`src/ssi_pkg.sv`:
```
package ssi_pkg;

	// ==========================================================
	// Widths and limits.
	localparam int unsigned DATA_W = 8;
	localparam int unsigned CNT_W  = 4;
	localparam logic [CNT_W-1:0]  CNT_MAX  = 4'hf;
	localparam logic [CNT_W-1:0]  CNT_ZERO = 4'h0;
	localparam logic [DATA_W-1:0] DATA_RST = 8'h00;

	// ==========================================================
	// Wire mode encodings.
	localparam logic [1:0] WM_OFF      = 2'h0;
	localparam logic [1:0] WM_THREE    = 2'h1;
	localparam logic [1:0] WM_TWO      = 2'h2;
	localparam logic [1:0] WM_TWO_HOLD = 2'h3;

	// ==========================================================
	// Control word, bit 7 down to bit 0.
	typedef struct packed {
		logic       start_ie;
		logic       ovf_ie;
		logic [1:0] wire_mode;
		logic       external_clock_select;
		logic       clock_edge_select;
		logic       clock_strobe_bit;
		logic       clock_pin_toggle_strobe;
	} ssi_ctrl_s;

	// ==========================================================
	// Status word: flags in bits 7 to 4, counter in bits 3 to 0.
	typedef struct packed {
		logic             start_condition_flag;
		logic             counter_overflow_flag;
		logic             stop_flag;
		logic             collision_flag;
		logic [CNT_W-1:0] cnt;
	} ssi_status_s;

	localparam ssi_ctrl_s   CTRL_RST = 8'h00;
	localparam ssi_status_s STAT_RST = 8'h00;

endpackage : ssi_pkg

```
`src/ssi_sync2.sv`:
```
`timescale 1ns/1ps
`default_nettype none

module ssi_sync2 #(
	parameter int unsigned WIDTH = 2
) (
	// Clock and reset.
	input  wire logic             ref_clk,
	input  wire logic             rst_n,
	// Asynchronous levels and their synchronised copies.
	input  wire logic [WIDTH-1:0] async_in,
	output var  logic [WIDTH-1:0] sync_q
);

	logic [WIDTH-1:0] meta_q;

	// ==========================================================
	// Two flip-flop synchroniser.
	always_ff @(posedge ref_clk or negedge rst_n)
	begin
		if (!rst_n)
		begin
			meta_q <= '0;
			sync_q <= '0;
		end
		else
		begin
			meta_q <= async_in;
			sync_q <= meta_q;
		end
	end

endmodule : ssi_sync2

`default_nettype wire

```
`src/ssi_counter.sv`:
```
`timescale 1ns/1ps
`default_nettype none

module ssi_counter #(
	parameter int unsigned WIDTH = 4
) (
	// Clock and reset.
	input  wire logic             ref_clk,
	input  wire logic             rst_n,
	// Count and load.
	input  wire logic             tick,
	input  wire logic             load,
	input  wire logic [WIDTH-1:0] load_val,
	// Value and wrap.
	output var  logic [WIDTH-1:0] cnt_q,
	output var  logic             wrap
);

	logic [WIDTH-1:0] cnt_d;

	// ==========================================================
	// A load takes precedence over a count in the same cycle.
	assign wrap  = tick && !load && (cnt_q == {WIDTH{1'b1}});
	assign cnt_d = load ? load_val : (tick ? WIDTH'(cnt_q + 1'b1) : cnt_q);

	always_ff @(posedge ref_clk or negedge rst_n)
	begin
		if (!rst_n)
			cnt_q <= '0;
		else
			cnt_q <= cnt_d;
	end

endmodule : ssi_counter

`default_nettype wire

```
`src/ssi_core.sv`:
```
`timescale 1ns/1ps
`default_nettype none

module ssi_core (
	// Clock and reset.
	input  wire logic                    ref_clk,
	input  wire logic                    rst_n,
	// Shift data register access.
	input  wire logic                    data_wr,
	input  wire logic [7:0]              data_wdata,
	output var  logic [7:0]              shift_data_q,
	// Control register access.
	input  wire logic                    ctrl_wr,
	input  wire ssi_pkg::ssi_ctrl_s      ctrl_wdata,
	output var  ssi_pkg::ssi_ctrl_s      ctrl_q,
	// Status register access.
	input  wire logic                    stat_wr,
	input  wire ssi_pkg::ssi_status_s    stat_wdata,
	output var  ssi_pkg::ssi_status_s    status_q,
	// Port direction bits and timer.
	input  wire logic                    data_out_dir,
	input  wire logic                    clock_dir,
	input  wire logic                    timer0_match,
	// Pins.
	input  wire logic                    data_in_pin_i,
	output var  logic                    data_in_pin_o_q,
	output var  logic                    data_in_pin_oe_q,
	output var  logic                    data_out_pin_o_q,
	output var  logic                    data_out_pin_oe_q,
	input  wire logic                    shift_clock_pin_i,
	output var  logic                    shift_clock_pin_o_q,
	output var  logic                    shift_clock_pin_oe_q,
	// Requests.
	output var  logic                    start_irq_q,
	output var  logic                    ovf_irq_q,
	output var  logic                    idle_wake_q
);

	import ssi_pkg::*;

	// ==========================================================
	// Pin synchronisers and edge detection.
	logic [1:0] pins_s;
	logic       sck_s;
	logic       di_s;
	logic       sck_p_q;
	logic       di_p_q;

	ssi_sync2 #(.WIDTH(2)) u_sync (
		.ref_clk  (ref_clk),
		.rst_n    (rst_n),
		.async_in ({shift_clock_pin_i, data_in_pin_i}),
		.sync_q   (pins_s)
	);

	assign sck_s = pins_s[1];
	assign di_s  = pins_s[0];

	always_ff @(posedge ref_clk or negedge rst_n)
	begin
		if (!rst_n)
		begin
			sck_p_q <= 1'b0;
			di_p_q  <= 1'b0;
		end
		else
		begin
			sck_p_q <= sck_s;
			di_p_q  <= di_s;
		end
	end

	wire sck_rise = sck_s && !sck_p_q;
	wire sck_fall = !sck_s && sck_p_q;

	// ==========================================================
	// Effective configuration and clock selection.
	wire ssi_ctrl_s cfg        = ctrl_wr ? ctrl_wdata : ctrl_q;
	wire            ext_clk    = cfg.external_clock_select;
	wire            two_wire   = cfg.wire_mode[1];
	wire            hold_ovf   = (cfg.wire_mode == WM_TWO_HOLD);
	wire            three_wire = (cfg.wire_mode == WM_THREE);
	wire            strobe_clk = ctrl_wr && ctrl_wdata.clock_strobe_bit;
	wire            toggle_wr  = ctrl_wr && ctrl_wdata.clock_pin_toggle_strobe;
	wire            sample_edge = cfg.clock_edge_select ? sck_fall : sck_rise;
	wire            int_tick   = cfg.clock_edge_select ? timer0_match : strobe_clk;
	wire            shift_tick = ext_clk ? sample_edge : int_tick;
	wire            edge_tick  = cfg.clock_strobe_bit ? toggle_wr : (sck_rise || sck_fall);
	wire            count_tick = ext_clk ? edge_tick : int_tick;

	// ==========================================================
	// Shift register.
	logic [7:0] shift_data_d;

	assign shift_data_d = data_wr ? data_wdata :
		(shift_tick ? {shift_data_q[6:0], di_s} : shift_data_q);

	// ==========================================================
	// Counter.
	logic [CNT_W-1:0] cnt_q;
	logic             cnt_wrap;

	ssi_counter #(.WIDTH(CNT_W)) u_cnt (
		.ref_clk  (ref_clk),
		.rst_n    (rst_n),
		.tick     (count_tick),
		.load     (stat_wr),
		.load_val (stat_wdata.cnt),
		.cnt_q    (cnt_q),
		.wrap     (cnt_wrap)
	);

	// ==========================================================
	// Output latch.
	logic latch_q;
	wire  latch_open = !ext_clk || (sck_s == cfg.clock_edge_select);
	wire  latch_d    = latch_open ? shift_data_q[7] : latch_q;

	// ==========================================================
	// Two-wire line events and flags.
	logic start_flag_q;
	logic ovf_flag_q;
	logic stop_flag_q;
	logic start_low_q;
	logic clk_port_q;

	wire start_ev = two_wire && sck_s && di_p_q && !di_s;
	wire stop_ev  = two_wire && sck_s && !di_p_q && di_s;
	wire clr_start = stat_wr && stat_wdata.start_condition_flag;
	wire clr_ovf   = stat_wr && stat_wdata.counter_overflow_flag;
	wire clr_stop  = stat_wr && stat_wdata.stop_flag;

	wire start_flag_d = start_ev || (start_flag_q && !clr_start);
	wire ovf_flag_d   = cnt_wrap || (ovf_flag_q && !clr_ovf);
	wire stop_flag_d  = stop_ev || (stop_flag_q && !clr_stop);
	wire start_low_d  = start_flag_d && (start_low_q || sck_fall);
	wire hold_d       = two_wire && (start_low_d || (hold_ovf && ovf_flag_d));
	wire clk_port_d   = toggle_wr ? !clk_port_q : clk_port_q;
	wire collision_d  = two_wire && data_out_dir && (latch_d != di_s);

	always_ff @(posedge ref_clk or negedge rst_n)
	begin
		if (!rst_n)
		begin
			shift_data_q <= DATA_RST;
			ctrl_q       <= CTRL_RST;
			latch_q      <= 1'b0;
			start_flag_q <= 1'b0;
			ovf_flag_q   <= 1'b0;
			stop_flag_q  <= 1'b0;
			start_low_q  <= 1'b0;
			clk_port_q   <= 1'b0;
		end
		else
		begin
			shift_data_q <= shift_data_d;
			ctrl_q       <= ctrl_wr ? {ctrl_wdata[7:1], 1'b0} : ctrl_q;
			latch_q      <= latch_d;
			start_flag_q <= start_flag_d;
			ovf_flag_q   <= ovf_flag_d;
			stop_flag_q  <= stop_flag_d;
			start_low_q  <= start_low_d;
			clk_port_q   <= clk_port_d;
		end
	end

	// ==========================================================
	// Registered outputs.
	wire [CNT_W-1:0] cnt_next = stat_wr ? stat_wdata.cnt : (count_tick ? CNT_W'(cnt_q + 1'b1) : cnt_q);

	always_ff @(posedge ref_clk or negedge rst_n)
	begin
		if (!rst_n)
		begin
			status_q             <= STAT_RST;
			data_in_pin_o_q      <= 1'b0;
			data_in_pin_oe_q     <= 1'b0;
			data_out_pin_o_q     <= 1'b0;
			data_out_pin_oe_q    <= 1'b0;
			shift_clock_pin_o_q  <= 1'b0;
			shift_clock_pin_oe_q <= 1'b0;
			start_irq_q          <= 1'b0;
			ovf_irq_q            <= 1'b0;
			idle_wake_q          <= 1'b0;
		end
		else
		begin
			status_q             <= {start_flag_d, ovf_flag_d, stop_flag_d, collision_d, cnt_next};
			data_in_pin_o_q      <= 1'b0;
			data_in_pin_oe_q     <= two_wire && data_out_dir && !latch_d;
			data_out_pin_o_q     <= latch_d;
			data_out_pin_oe_q    <= !two_wire && data_out_dir;
			shift_clock_pin_o_q  <= two_wire ? 1'b0 : clk_port_d;
			shift_clock_pin_oe_q <= two_wire ? (hold_d || (clock_dir && !clk_port_d)) : clock_dir;
			start_irq_q          <= start_flag_d && cfg.start_ie;
			ovf_irq_q            <= ovf_flag_d && cfg.ovf_ie;
			idle_wake_q          <= ovf_flag_d && cfg.ovf_ie;
		end
	end
endmodule : ssi_core

`default_nettype wire

```
`config.mk`:
```
export PLATFORM = sky130hd
export DESIGN_NAME = ssi_core
export DESIGN_NICKNAME = d
export VERILOG_FILES = /design/src/ssi_pkg.sv /design/src/ssi_sync2.sv /design/src/ssi_counter.sv /design/src/ssi_core.sv
export SDC_FILE = /design/constraint.sdc
export NUM_CORES = 1
export LEC_CHECK = 0
export BUFFER_PORTS_ARGS = -buffer_cell sky130_fd_sc_hd__buf_4
export CAP_MARGIN = 20
export CORE_AREA = 2 2 70 72
export DETAILED_ROUTE_END_ITERATION = 7
export DIE_AREA = 0 0 72 74
export PLACE_DENSITY = 0.71
export SLEW_MARGIN = 5
export SYNTH_ARGS = -nofsm -noshare
export SYNTH_HDL_FRONTEND = slang
export SYNTH_HIERARCHICAL = 1
export SYNTH_SLANG_ARGS = --single-unit
```
`constraint.sdc`:
```
create_clock -name ref_clk -period 2.8 [get_ports ref_clk]
set_clock_uncertainty 0.2 [all_clocks]
set_input_delay 0.56 -clock ref_clk [delete_from_list [all_inputs] [get_ports ref_clk]]
set_output_delay 0.56 -clock ref_clk [all_outputs]
set_load 0.03 [all_outputs]
```
---- Yosys cells after proc, flatten, opt, wreduce, memory -nomap -nowiden ----
Cells that the tools add are included.
operators by class
  add/subtract/negate cells ............... 1
  equality and inequality tests ........... 4
  multiplexer cells ....................... 14
  reduce and logical (&&, ||, !) cells .... 50
operators by type and width
  operator             number
  $logic_and 1x1->1    27
  $mux 8               3
  $logic_not 1->1      13
  $mux 1               9
  $logic_or 1x1->1     8
  $mux 4               2
  $add 4x1->4 const B  1
  $eq 4x4->1 const B   1
  $reduce_bool 2->1    2
  $eq 2x2->1 const B   1
  $eq 1x1->1           1
  $ne 1x1->1           1
word-level totals
  flip-flop bits (word level) ............. 38
  input bits .............................. 34
  output and inout port bits .............. 33
  logic and storage cells ................. 94

---- Depth between registers and ports, before layout ----
Gate-level depths: netlist of the first run.
  depth after elaboration ................. 13
  gate-level depth with buffers ........... 8
  mapped depth without buffers ............ 8

---- Modules after synthesis ----
The synthesis of the first run kept the hierarchy.
by module, submodules not included
  module       times used  cells each  area each (um^2)
  ssi_core     1           144         1680.4
  ssi_counter  1           21          215.2
  ssi_sync2    1           4           100.1

---- Worst setup path before layout of the first run ----
Ideal clock, no wire load.
  path kind ............................... in2reg
  start ................................... input port ctrl_wr
  end ..................................... register u_cnt.cnt_q[3]
  library setup time ...................... 125 ps
  arrival ................................. 2035 ps
  data required time ...................... 2475 ps
  setup slack ............................. 441 ps
  stages on the path ...................... 7
  buffers on the path ..................... 1
  cells stage by stage .................... buf_6 mux2_2 nor2_1 o21a_1 nand4_2 xnor2_1 mux2_2
between the ends
  word-level cells in the longest chain between the ends .. 4
ends and longest elaborated chain
  what                                  RTL line                        text
  start, declared                       ssi_core.sv:13                  input wire logic ctrl_wr,
  $mux 8, or another cell as far along  ssi_core.sv:78                  wire ssi_ctrl_s cfg = ctrl_wr ? ctrl_wdata : ctrl_q;
  $mux 1 (on tied branches)             ssi_core.sv:86, ssi_core.sv:88
  $mux 1 *                              ssi_core.sv:89                  wire count_tick = ext_clk ? edge_tick : int_tick;
  via count_tick                        ssi_core.sv:89
  $reduce_bool 2->1 (no source line) *  n/a
  end signal, assigned                  ssi_counter.sv:31               cnt_q <= cnt_d;
  end, declared                         ssi_counter.sv:15               output var logic [WIDTH-1:0] cnt_q,
Mark *: on every way through the listed nets, which the timed path passes. The rest lies on a longest branch.
A chain may end at the register's enable or synchronous reset.

---- Worst setup path after layout of the first run ----
  start ................................... register u_sync.sync_q[1]
  end ..................................... register shift_clock_pin_oe_q
between the ends
  word-level cells in the longest chain between the ends .. 13
ends and longest elaborated chain
  what                              RTL line           text
  start, declared                   ssi_sync2.sv:12    output var logic [WIDTH-1:0] sync_q
  start signal, assigned            ssi_sync2.sv:29    sync_q <= meta_q;
  $logic_not 1->1                   ssi_core.sv:74     wire sck_fall = !sck_s && sck_p_q;
  $logic_and 1x1->1                 ssi_core.sv:74
  $logic_or 1x1->1 *                ssi_core.sv:88     wire edge_tick = cfg.clock_strobe_bit ? toggle_wr : (sck_rise || sck_fall);
  $mux 1 *                          ssi_core.sv:88
  $mux 1 *                          ssi_core.sv:89
  via count_tick                    ssi_core.sv:89
  $logic_and 1x1->1 * (2 in a row)  ssi_counter.sv:23  assign wrap = tick && !load && (cnt_q == {WIDTH{1'b1}});
  via cnt_wrap                      ssi_core.sv:101    logic cnt_wrap;
  $logic_or 1x1->1 *                ssi_core.sv:134    wire ovf_flag_d = cnt_wrap || (ovf_flag_q && !clr_ovf);
  $logic_and 1x1->1 *               ssi_core.sv:137    wire hold_d = two_wire && (start_low_d || (hold_ovf && ovf_flag_d));
  $logic_or 1x1->1 *                ssi_core.sv:137
  $logic_and 1x1->1 *               ssi_core.sv:137
  $logic_or 1x1->1 *                ssi_core.sv:194    shift_clock_pin_oe_q <= two_wire ? (hold_d || (clock_dir && !clk_port_d)) : clock_dir;
  $mux 1 *                          ssi_core.sv:194
  end signal, assigned              ssi_core.sv:194
  end, declared                     ssi_core.sv:32     output var logic shift_clock_pin_oe_q,
Marked as above.

==> results of run 1 <==
metrics by stage:
stage               setup WS, ps  power (mW)  instance area, µm²  utilization  hold WS [ps]
finish                       507        1.71                2570        0.559          29.6
detailed placement           252        1.33                2480        0.539           137
global route                 252        1.83                2570        0.559          74.2
global placement             279        1.33                2480        0.539           132
floorplan                    441        1.13                2000            -          64.4
CTS                          519        1.74                2570        0.559          56.5
logic make-up (layout without fill, tap and decap cells):
| logic type | count (synthesis) | count (layout) | synth area share |
|---|---|---|---|
| buffers and inverters | 21 | 83 | 0.0545 |
| AO/OA/AOI/OAI | 28 | 28 | 0.116 |
| XOR/XNOR | 5 | 5 | 0.0219 |
| multiplexers | 27 | 27 | 0.149 |
| AND/OR/NAND/NOR | 41 | 41 | 0.105 |
| other | 1 | 2 | 0.00188 |
| adder cells (fa/ha/maj) | 4 | 4 | 0.0251 |
| flip-flops | 42 | 42 | 0.527 |
where the power goes:
group / switching [mW] / leakage (nW) / internal, mW / total, mW
Clock: 0.201 / 0.0482 / 0.199 / 0.400
Combinational: 0.304 / 0.686 / 0.240 / 0.544
Sequential: 0.0703 / 0.510 / 0.700 / 0.770
Total: 0.575 / 1.24 / 1.14 / 1.71
worst paths after layout:
| check | start | endpoint | slack (ps) | cells past startpoint |
|---|---|---|---|---|
| max | u_sync/sync_q[1]$_DFF_PN0_ | shift_clock_pin_oe_q$_DFF_PN0_ | 510 | 8 |
| min | rst_n | u_cnt/cnt_q[0]$_DFFE_PN0P_ | 30 | 1 |
| max reg2reg | u_sync/sync_q[1]$_DFF_PN0_ | shift_clock_pin_oe_q$_DFF_PN0_ | 510 | 8 |
| min reg2reg | u_sync/meta_q[1]$_DFF_PN0_ | u_sync/sync_q[1]$_DFF_PN0_ | 150 | 0 |
| max in group asynchronous | rst_n | data_out_pin_oe_q$_DFF_PN0_ | 1980 | 1 |
| min in group ref_clk | u_sync/meta_q[1]$_DFF_PN0_ | u_sync/sync_q[1]$_DFF_PN0_ | 150 | 0 |
sequential cells by signal (all words and copies together) (netlist names):
name,cells
shift_data_q,8
status_q,8
ctrl_q,7
u_cnt/cnt_q,4
u_sync/meta_q,2
u_sync/sync_q,2
clk_port_q,1
data_in_pin_oe_q,1
data_out_pin_o_q,1
data_out_pin_oe_q,1
di_p_q,1
ovf_irq_q,1
sck_p_q,1
shift_clock_pin_o_q,1
shift_clock_pin_oe_q,1
start_irq_q,1
start_low_q,1
cells in the final DEF, fill, tap and decap left out, types with 3 or more instances in the layout:
cell / netlist / layout
nand2_1: 19 / 19
clkbuf_8: 0 / 6
o21ai_0: 3 / 3
o211ai_1: 5 / 5
nor2_1: 3 / 3
inv_1: 11 / 11
mux2i_1: 5 / 5
and2_1: 4 / 4
xnor2_1: 3 / 3
nor2b_1: 6 / 6
mux2_2: 22 / 22
dfrtp_1: 42 / 42
buf_4: 6 / 64
ha_1: 4 / 4
routing by layer:
layer	routed length, µm	vias up	track usage
li1	-	705	-
met3	270	4	0.0623
met4	48	0	0.0629
met5	0	-	0
met1	1720	695	0.212
met2	1930	39	0.285
cell type report:
| cell class | count | area (µm²) | area share |
|---|---|---|---|
| inverter | 11 | 41.3 | 0.0161 |
| clock inverter | 1 | 5.00 | 0.00195 |
| multi-input combinational | 107 | 840 | 0.327 |
| sequential | 42 | 1050 | 0.409 |
| clock buffer | 7 | 86.3 | 0.0336 |
| timing repair buffer | 64 | 480 | 0.187 |
| tap | 54 | 67.6 | 0.0263 |
critical path, cell delays in order (launching register included):
cell and delay [ps]:
dfrtp_1 460, inv_1 70, ha_1 310, nor2_1 260
o21a_1 330, nand2_1 130, nor3_1 190, a21oi_1 110
o221ai_1 170
==> impl_metrics.tcl, run 1 <==
set metrics [dict create \
    drc_errors 0 \
    endpoint_kind "flop" \
    ys_ff_latch 42 \
    ioPinCount 67 \
    die-area_um2 5330 \
    slew_headroom 0.644 \
    rsz0062_at_grt "no" \
    ys_warn_count 6 \
    fp.dieW_um 72 \
    synthTopCellsByCount "dfrtp_1 (42), mux2_2 (22), nand2_1 (19)" \
    critical_path_required_ps 2810 \
    synth_top_area_cell "dfrtp_1" \
    p_leak_nw 1.24 \
    antenna_found_initial 0 \
    final_max_slew_viol_count 0 \
    async_reset_ff_frac 1.00 \
    diodes 0 \
    cts_buffers 5 \
    hold_path.class "input pin to async pin" \
    clk_path_buf_depth 2 \
    period_share 0.819 \
    post-route-min-period_ps 2290 \
    wl_per_cell_um 13.9 \
    via_per_inst 5.05 \
    rows 25 \
    post-cts-setup-buffer-count 0 \
    wirelength_um 3960 \
    gp_congestion 0.766 \
    synth_top_area_frac 0.527 \
    cp_data_arrival_time_ps 2300 \
    dp.cells 278 \
    setup_tns_ps 0 \
    cts-resized-gates 0 \
    outcome "finished, final reports clean" \
    io_buffers 63 \
    fillers 419 \
    synth_most_common_cell "dfrtp_1" \
    clock_sinks 42 \
    dp_hpwl_um 2920 \
    avgSynthCellArea_um2 11.8 \
    first_pass_iters 4 \
    cts_tree "done" \
    ctsHtreeMaxLevel 2 \
    clk_pin_slew_ps 80 \
    worst-setup-path-type "flop to flop" \
    maxCapViolCount 0 \
    grt_max_degree 43 \
    nNetsFinal 269 \
    start_kind "flop" \
    syn_to_final_growth_pct 28.8 \
    ir_drop_v 0.000362 \
    finalHoldViolCount 0 \
    fmax_mhz 436 \
    clockRootBuffer "clkbuf_8" \
    setup_viol 0 \
    drtIter0Drc 69 \
    synth_area_um2 2000 \
    worstSkewPairLatency_ps 290 \
    ctsHoldBuffers 0 \
    initial_core_util 0.434 \
    worst-path-max-fanout 6 \
    synthCells 169 \
    drive_above_1_share 0.422 \
    grt-ovfl-total 0 \
    instances_no_fill 286 \
    seq_area_frac_synth 0.527 \
    worst_pin_slew_ps 534 \
    synth_flop_cell "dfrtp_1" \
    gr-usage-all-layers 0.173 \
    synthTopCellsByArea "dfrtp_1 (53%), mux2_2 (12%), nand2_1 (3.6%)" \
    synth_edf_count 0 \
    yosysUniqueCellTypes 40 \
    grt_pass1_wl_um 6990 \
    grt_pass1_vias 1492 \
    fp.coreArea_um2 4600 \
    p_per_area_nw_per_um2 667 \
    postRouteAntennaNets 0 \
    die_y_um 74 \
    vias 1443 \
]
Power figures use the tool's default switching activity.
==> run 2, diff against run 1 <==
==> constraint.sdc (replaced) <==
create_clock -name ref_clk -period 2.4 [get_ports ref_clk]
set_clock_uncertainty 0.2 [all_clocks]
set_input_delay 0.48 -clock ref_clk [delete_from_list [all_inputs] [get_ports ref_clk]]
set_output_delay 0.48 -clock ref_clk [all_outputs]
set_load 0.03 [all_outputs]
==> impl_metrics.tcl, run 2 (synthesized netlist as in run 1, its figures left out) <==
set metrics [dict create \
    die_y_um 74 \
    fillers 406 \
    worstSkewPairLatency_ps 290 \
    syn_to_final_growth_pct 31.6 \
    setup_viol 0 \
    gp_congestion 0.755 \
    ctsHtreeMaxLevel 2 \
    vias 1468 \
    fp.dieW_um 72 \
    post-route-min-period_ps 2100 \
    cp_data_arrival_time_ps 2070 \
    cts_buffers 5 \
    gr-usage-all-layers 0.168 \
    grt_pass1_vias 1485 \
    wirelength_um 3970 \
    cts_tree "done" \
    slew_headroom 0.641 \
    slowest_stage "dfrtp_1" \
    maxCapViolCount 0 \
    period_share 0.873 \
    rows 25 \
    postRouteAntennaNets 0 \
    fmax_mhz 477 \
    clk_path_buf_depth 2 \
    multi_input_area_um2 840 \
    worstPathCellList "inv_1 -> ha_1 -> nor2_1 -> o21a_1 -> nand4_2 -> xnor2_1 -> mux2_2" \
    critical_path_required_ps 2380 \
    p_leak_nw 1.28 \
    diodes 0 \
    worstHoldStart "shift_clock_pin_i" \
    preCtsSetupSlack_ps 144 \
    drtIter0Drc 43 \
    io_buffers 63 \
    seq_area_um2 1050 \
    fp.coreArea_um2 4600 \
    die-area_um2 5330 \
    final_common_cell "buf_4" \
    nNetsFinal 276 \
    finalHoldViolCount 0 \
    endpoint_kind "flop" \
    setup_tns_ps 0 \
    worstSetupStartpoint "u_sync/sync_q[1]$_DFF_PN0_" \
    grt-ovfl-total 0 \
    wl_per_cell_um 13.5 \
    r2r-start "u_sync/sync_q[1]$_DFF_PN0_" \
    reg_top3 "shift_data_q: 8 flops, status_q: 8 flops, ctrl_q: 7 flops" \
    antenna_found_initial 0 \
    drc_errors 0 \
    p_per_area_nw_per_um2 767 \
    first_pass_iters 4 \
    fin_ws_ps 305 \
    initial_core_util 0.434 \
    ir_drop_v 0.000451 \
    ioPinCount 67 \
    worst_pin_slew_ps 539 \
    rsz0062_at_grt "no" \
    hold_path.class "input pin to flop" \
    crit_family "flip-flops" \
    crit_buf_inv 1 \
    clk_pin_slew_ps 80 \
    via_per_inst 5.01 \
    critPathMaxStageDelay_ps 450 \
    final_max_slew_viol_count 0 \
    start_kind "flop" \
    grt_max_degree 43 \
    drive_above_1_share 0.435 \
    worst-setup-path-type "flop to flop" \
    grt_pass1_wl_um 6880 \
    clockRootBuffer "clkbuf_8" \
    worst-path-max-fanout 6 \
    layout_common_cells "buf_4 (70), dfrtp_1 (42), mux2_2 (22)" \
    clock_sinks 42 \
    dp_hpwl_um 2970 \
    outcome "finished, final reports clean" \
    whs_ps 91.9 \
]
-- run 2: changes by cell type in the layout (fill, tap and decap cells not counted) --
cell	change
dlygate4sd3_1	+1
buf_4	+6
-- run 2: cell type report --
| type | instances | share of cell area |
|---|---|---|
| clock buffers | 7 | 0.0329 |
| flip-flops and latches | 42 | 0.400 |
| repair buffers | 71 | 0.204 |
| inverters | 11 | 0.0157 |
| clock inverters | 1 | 0.00191 |
| well taps | 54 | 0.0257 |
| multi-input cells | 107 | 0.320 |
-- run 2: per-layer routing --
layer  vias to the layer above  wire length (µm)  track usage
li1                        724                 -            -
met1                       694              1630        0.209
met2                        44              1980        0.272
met3                         6               301       0.0596
met4                         0                55       0.0629
met5                         -                 0            0
-- run 2: power by group --
group          switching (mW)  internal [mW]  total [mW]  leakage, nW
sequential             0.0831          0.817       0.900        0.510
clock                   0.231          0.232       0.463       0.0482
combinational           0.359          0.292       0.651        0.719
total                   0.673           1.34        2.01         1.28
-- run 2: worst paths after layout --
check	to	slack (ps)	cells after the start
setup / recovery	u_cnt/cnt_q[3]$_DFFE_PN0P_	300	7
hold / removal	u_sync/meta_q[1]$_DFF_PN0_	90	1
setup reg to reg	u_cnt/cnt_q[3]$_DFFE_PN0P_	300	7
hold reg to reg	u_sync/sync_q[1]$_DFF_PN0_	150	0
max in group asynchronous	shift_data_q[1]$_DFFE_PN0P_	1110	2
min in group asynchronous	status_q[6]$_DFF_PN0_	510	2
-- run 2: timing repair --
| action | 4_1_cts | 5_1_grt |
|---|---|---|
| setup buffers | 0 | 0 |
| gates resized for setup | 0 | 0 |
| hold buffers | 1 | 0 |
| hold endpoints to repair | 42 | 0 |
-- run 2: stage by stage --
| step | cells | power [mW] | utilization | area [µm²] |
|---|---|---|---|---|
| finish | 293 | 2.01 | 0.571 | 2630 |
| global route | 293 | 2.13 | 0.571 | 2630 |
| CTS | 293 | 2.04 | 0.571 | 2630 |
| detailed placement | 284 | 1.57 | 0.549 | 2520 |
| global placement | 284 | 1.56 | 0.549 | 2520 |
| floorplan | 170 | 1.31 | - | 2000 |
==> run 3, diff against run 2 <==
--- a/config.mk
+++ b/config.mk
@@ -8,6 +8,7 @@
 export BUFFER_PORTS_ARGS = -buffer_cell sky130_fd_sc_hd__buf_4
 export CAP_MARGIN = 20
 export CORE_AREA = 2 2 70 72
+export CTS_BUF_LIST = sky130_fd_sc_hd__clkbuf_4
 export DETAILED_ROUTE_END_ITERATION = 7
 export DIE_AREA = 0 0 72 74
 export PLACE_DENSITY = 0.71
==> impl_metrics.tcl, run 3 (synthesized netlist as in run 1, its figures left out) <==
set metrics [dict create \
    post-route-min-period_ps 2100 \
    postRouteAntennaNets 0 \
    p_leak_nw 1.27 \
    die_y_um 74 \
    gp_congestion 0.755 \
    cts-resized-gates 0 \
    ctsHoldBuffers 1 \
    worst-r2r-setup-slack_ps 300 \
    cts_buffers 5 \
    endpoint_kind "flop" \
    via_per_inst 5.02 \
    drive_above_1_share 0.433 \
    ioPinCount 67 \
    grt_max_degree 43 \
    clock_sinks 42 \
    critical_path_required_ps 2440 \
    final_common_cell "buf_4" \
    p_sw_mw 0.658 \
    p_per_area_nw_per_um2 727 \
    grt_pass1_wl_um 6870 \
    final_cell_area_um2 2600 \
    hold_path_end "u_sync/meta_q[0]$_DFF_PN0_" \
    initial_core_util 0.434 \
    fmax_mhz 477 \
    rsz0062_at_grt "no" \
    diodes 0 \
    place_area_um2 2520 \
    whs_ps 32.7 \
    first_pass_iters 4 \
    outcome "finished, final reports clean" \
    slew_headroom 0.646 \
    worst-setup-path-type "flop to flop" \
    final_max_slew_viol_count 0 \
    reg_top3 "shift_data_q: 8 flops, status_q: 8 flops, ctrl_q: 7 flops" \
    p_clk_frac 0.178 \
    io_buffers 63 \
    setup_viol 0 \
    rows 25 \
    start_kind "flop" \
    r2r-start "u_sync/sync_q[1]$_DFF_PN0_" \
    antenna_found_initial 0 \
    fp.coreArea_um2 4600 \
    seqPwrFrac 0.476 \
    nNetsFinal 277 \
    busiest_layer "met2" \
    drc_errors 0 \
    use_met1 0.208 \
    worst-path-max-fanout 6 \
    post-route-util 0.565 \
    cts_tree "done" \
    clk_path_buf_depth 2 \
    wl_per_cell_um 13.5 \
    worstSkewPairLatency_ps 340 \
    dp_hpwl_um 2970 \
    power.internal_mw 1.23 \
    post-cts-setup-buffer-count 0 \
    swShare 0.348 \
    clk_pin_slew_ps 120 \
    r2r_end "u_cnt/cnt_q[3]$_DFFE_PN0P_" \
    layout_common_cells "buf_4 (70), dfrtp_1 (42), mux2_2 (22)" \
    fp.dieW_um 72 \
    grt_util_met2 0.275 \
    ctsHtreeMaxLevel 2 \
    grt-ovfl-total 0 \
    p_comb_frac 0.345 \
    worst_pin_slew_ps 531 \
    clockRootBuffer "clkbuf_4" \
    die-area_um2 5330 \
    gr-usage-all-layers 0.168 \
    grtUsageMet3 0.0569 \
    hold_path.class "input pin to flop" \
    ir_drop_v 0.000433 \
    cp_data_arrival_time_ps 2140 \
    worstHoldStart "data_in_pin_i" \
    drtIter0Drc 60 \
    period_share 0.873 \
    setup_tns_ps 0 \
    syn_to_final_growth_pct 30.2 \
    hold_depth 1 \
    grt_pass1_vias 1498 \
    ff2ff_path_depth 7 \
    maxCapViolCount 0 \
    vias 1475 \
    finalHoldViolCount 0 \
    wirelength_um 3970 \
]
run 3: critical path, cell delays in order, from the launching register on:
cell	delay (ps)
dfrtp_1	460
inv_1	70
ha_1	300
nor2_1	140
o21a_1	270
nand4_2	150
xnor2_1	140
mux2_2	250
run 3: power by group through the flow:
stage               Combinational (mW)  Sequential [mW]  Clock [mW]
floorplan                        0.256             1.06           0
global placement                 0.648            0.912           0
detailed placement               0.659            0.914           0
CTS                              0.661            0.901       0.360
global route                     0.709            0.919       0.383
finish                           0.652            0.899       0.337
run 3: layer usage:
metal	up-vias	share of wire
met1	702	0.41
met2	40	0.50
met3	6	0.069
li1	727	-
met4	0	0.014
met5	-	0
run 3: cell type report:
class,count,area [µm²]
inverter,11,41.3
sequential,42,1050
timing repair buffer,72,546
multi-input combinational,107,840
tap,54,67.6
clock buffer,6,45.0
clock inverter,2,8.76
fill,413,2000
run 3: through the flow:
stage | power, mW | instances | setup WS [ps]
2_1_floorplan | 1.31 | 170 | 121
3_3_place_gp | 1.56 | 284 | 153
3_5_place_dp | 1.57 | 284 | 144
4_1_cts | 1.92 | 293 | 260
5_1_grt | 2.01 | 294 | 71.8
6_report | 1.89 | 294 | 304
run 3: worst max-delay path by stage:
stage	from	endpoint	cells past startpoint
after global placement	ctrl_wr	u_cnt/cnt_q[3]$_DFFE_PN0P_	7
after CTS	u_sync/sync_q[1]$_DFF_PN0_	shift_clock_pin_oe_q$_DFF_PN0_	8
final	u_sync/sync_q[1]$_DFF_PN0_	u_cnt/cnt_q[3]$_DFFE_PN0P_	7
after global routing	u_sync/sync_q[1]$_DFF_PN0_	shift_clock_pin_oe_q$_DFF_PN0_	8
after floorplan	ctrl_wr	u_cnt/cnt_q[3]$_DFFE_PN0P_	7
after detailed placement	ctrl_wr	shift_clock_pin_oe_q$_DFF_PN0_	8
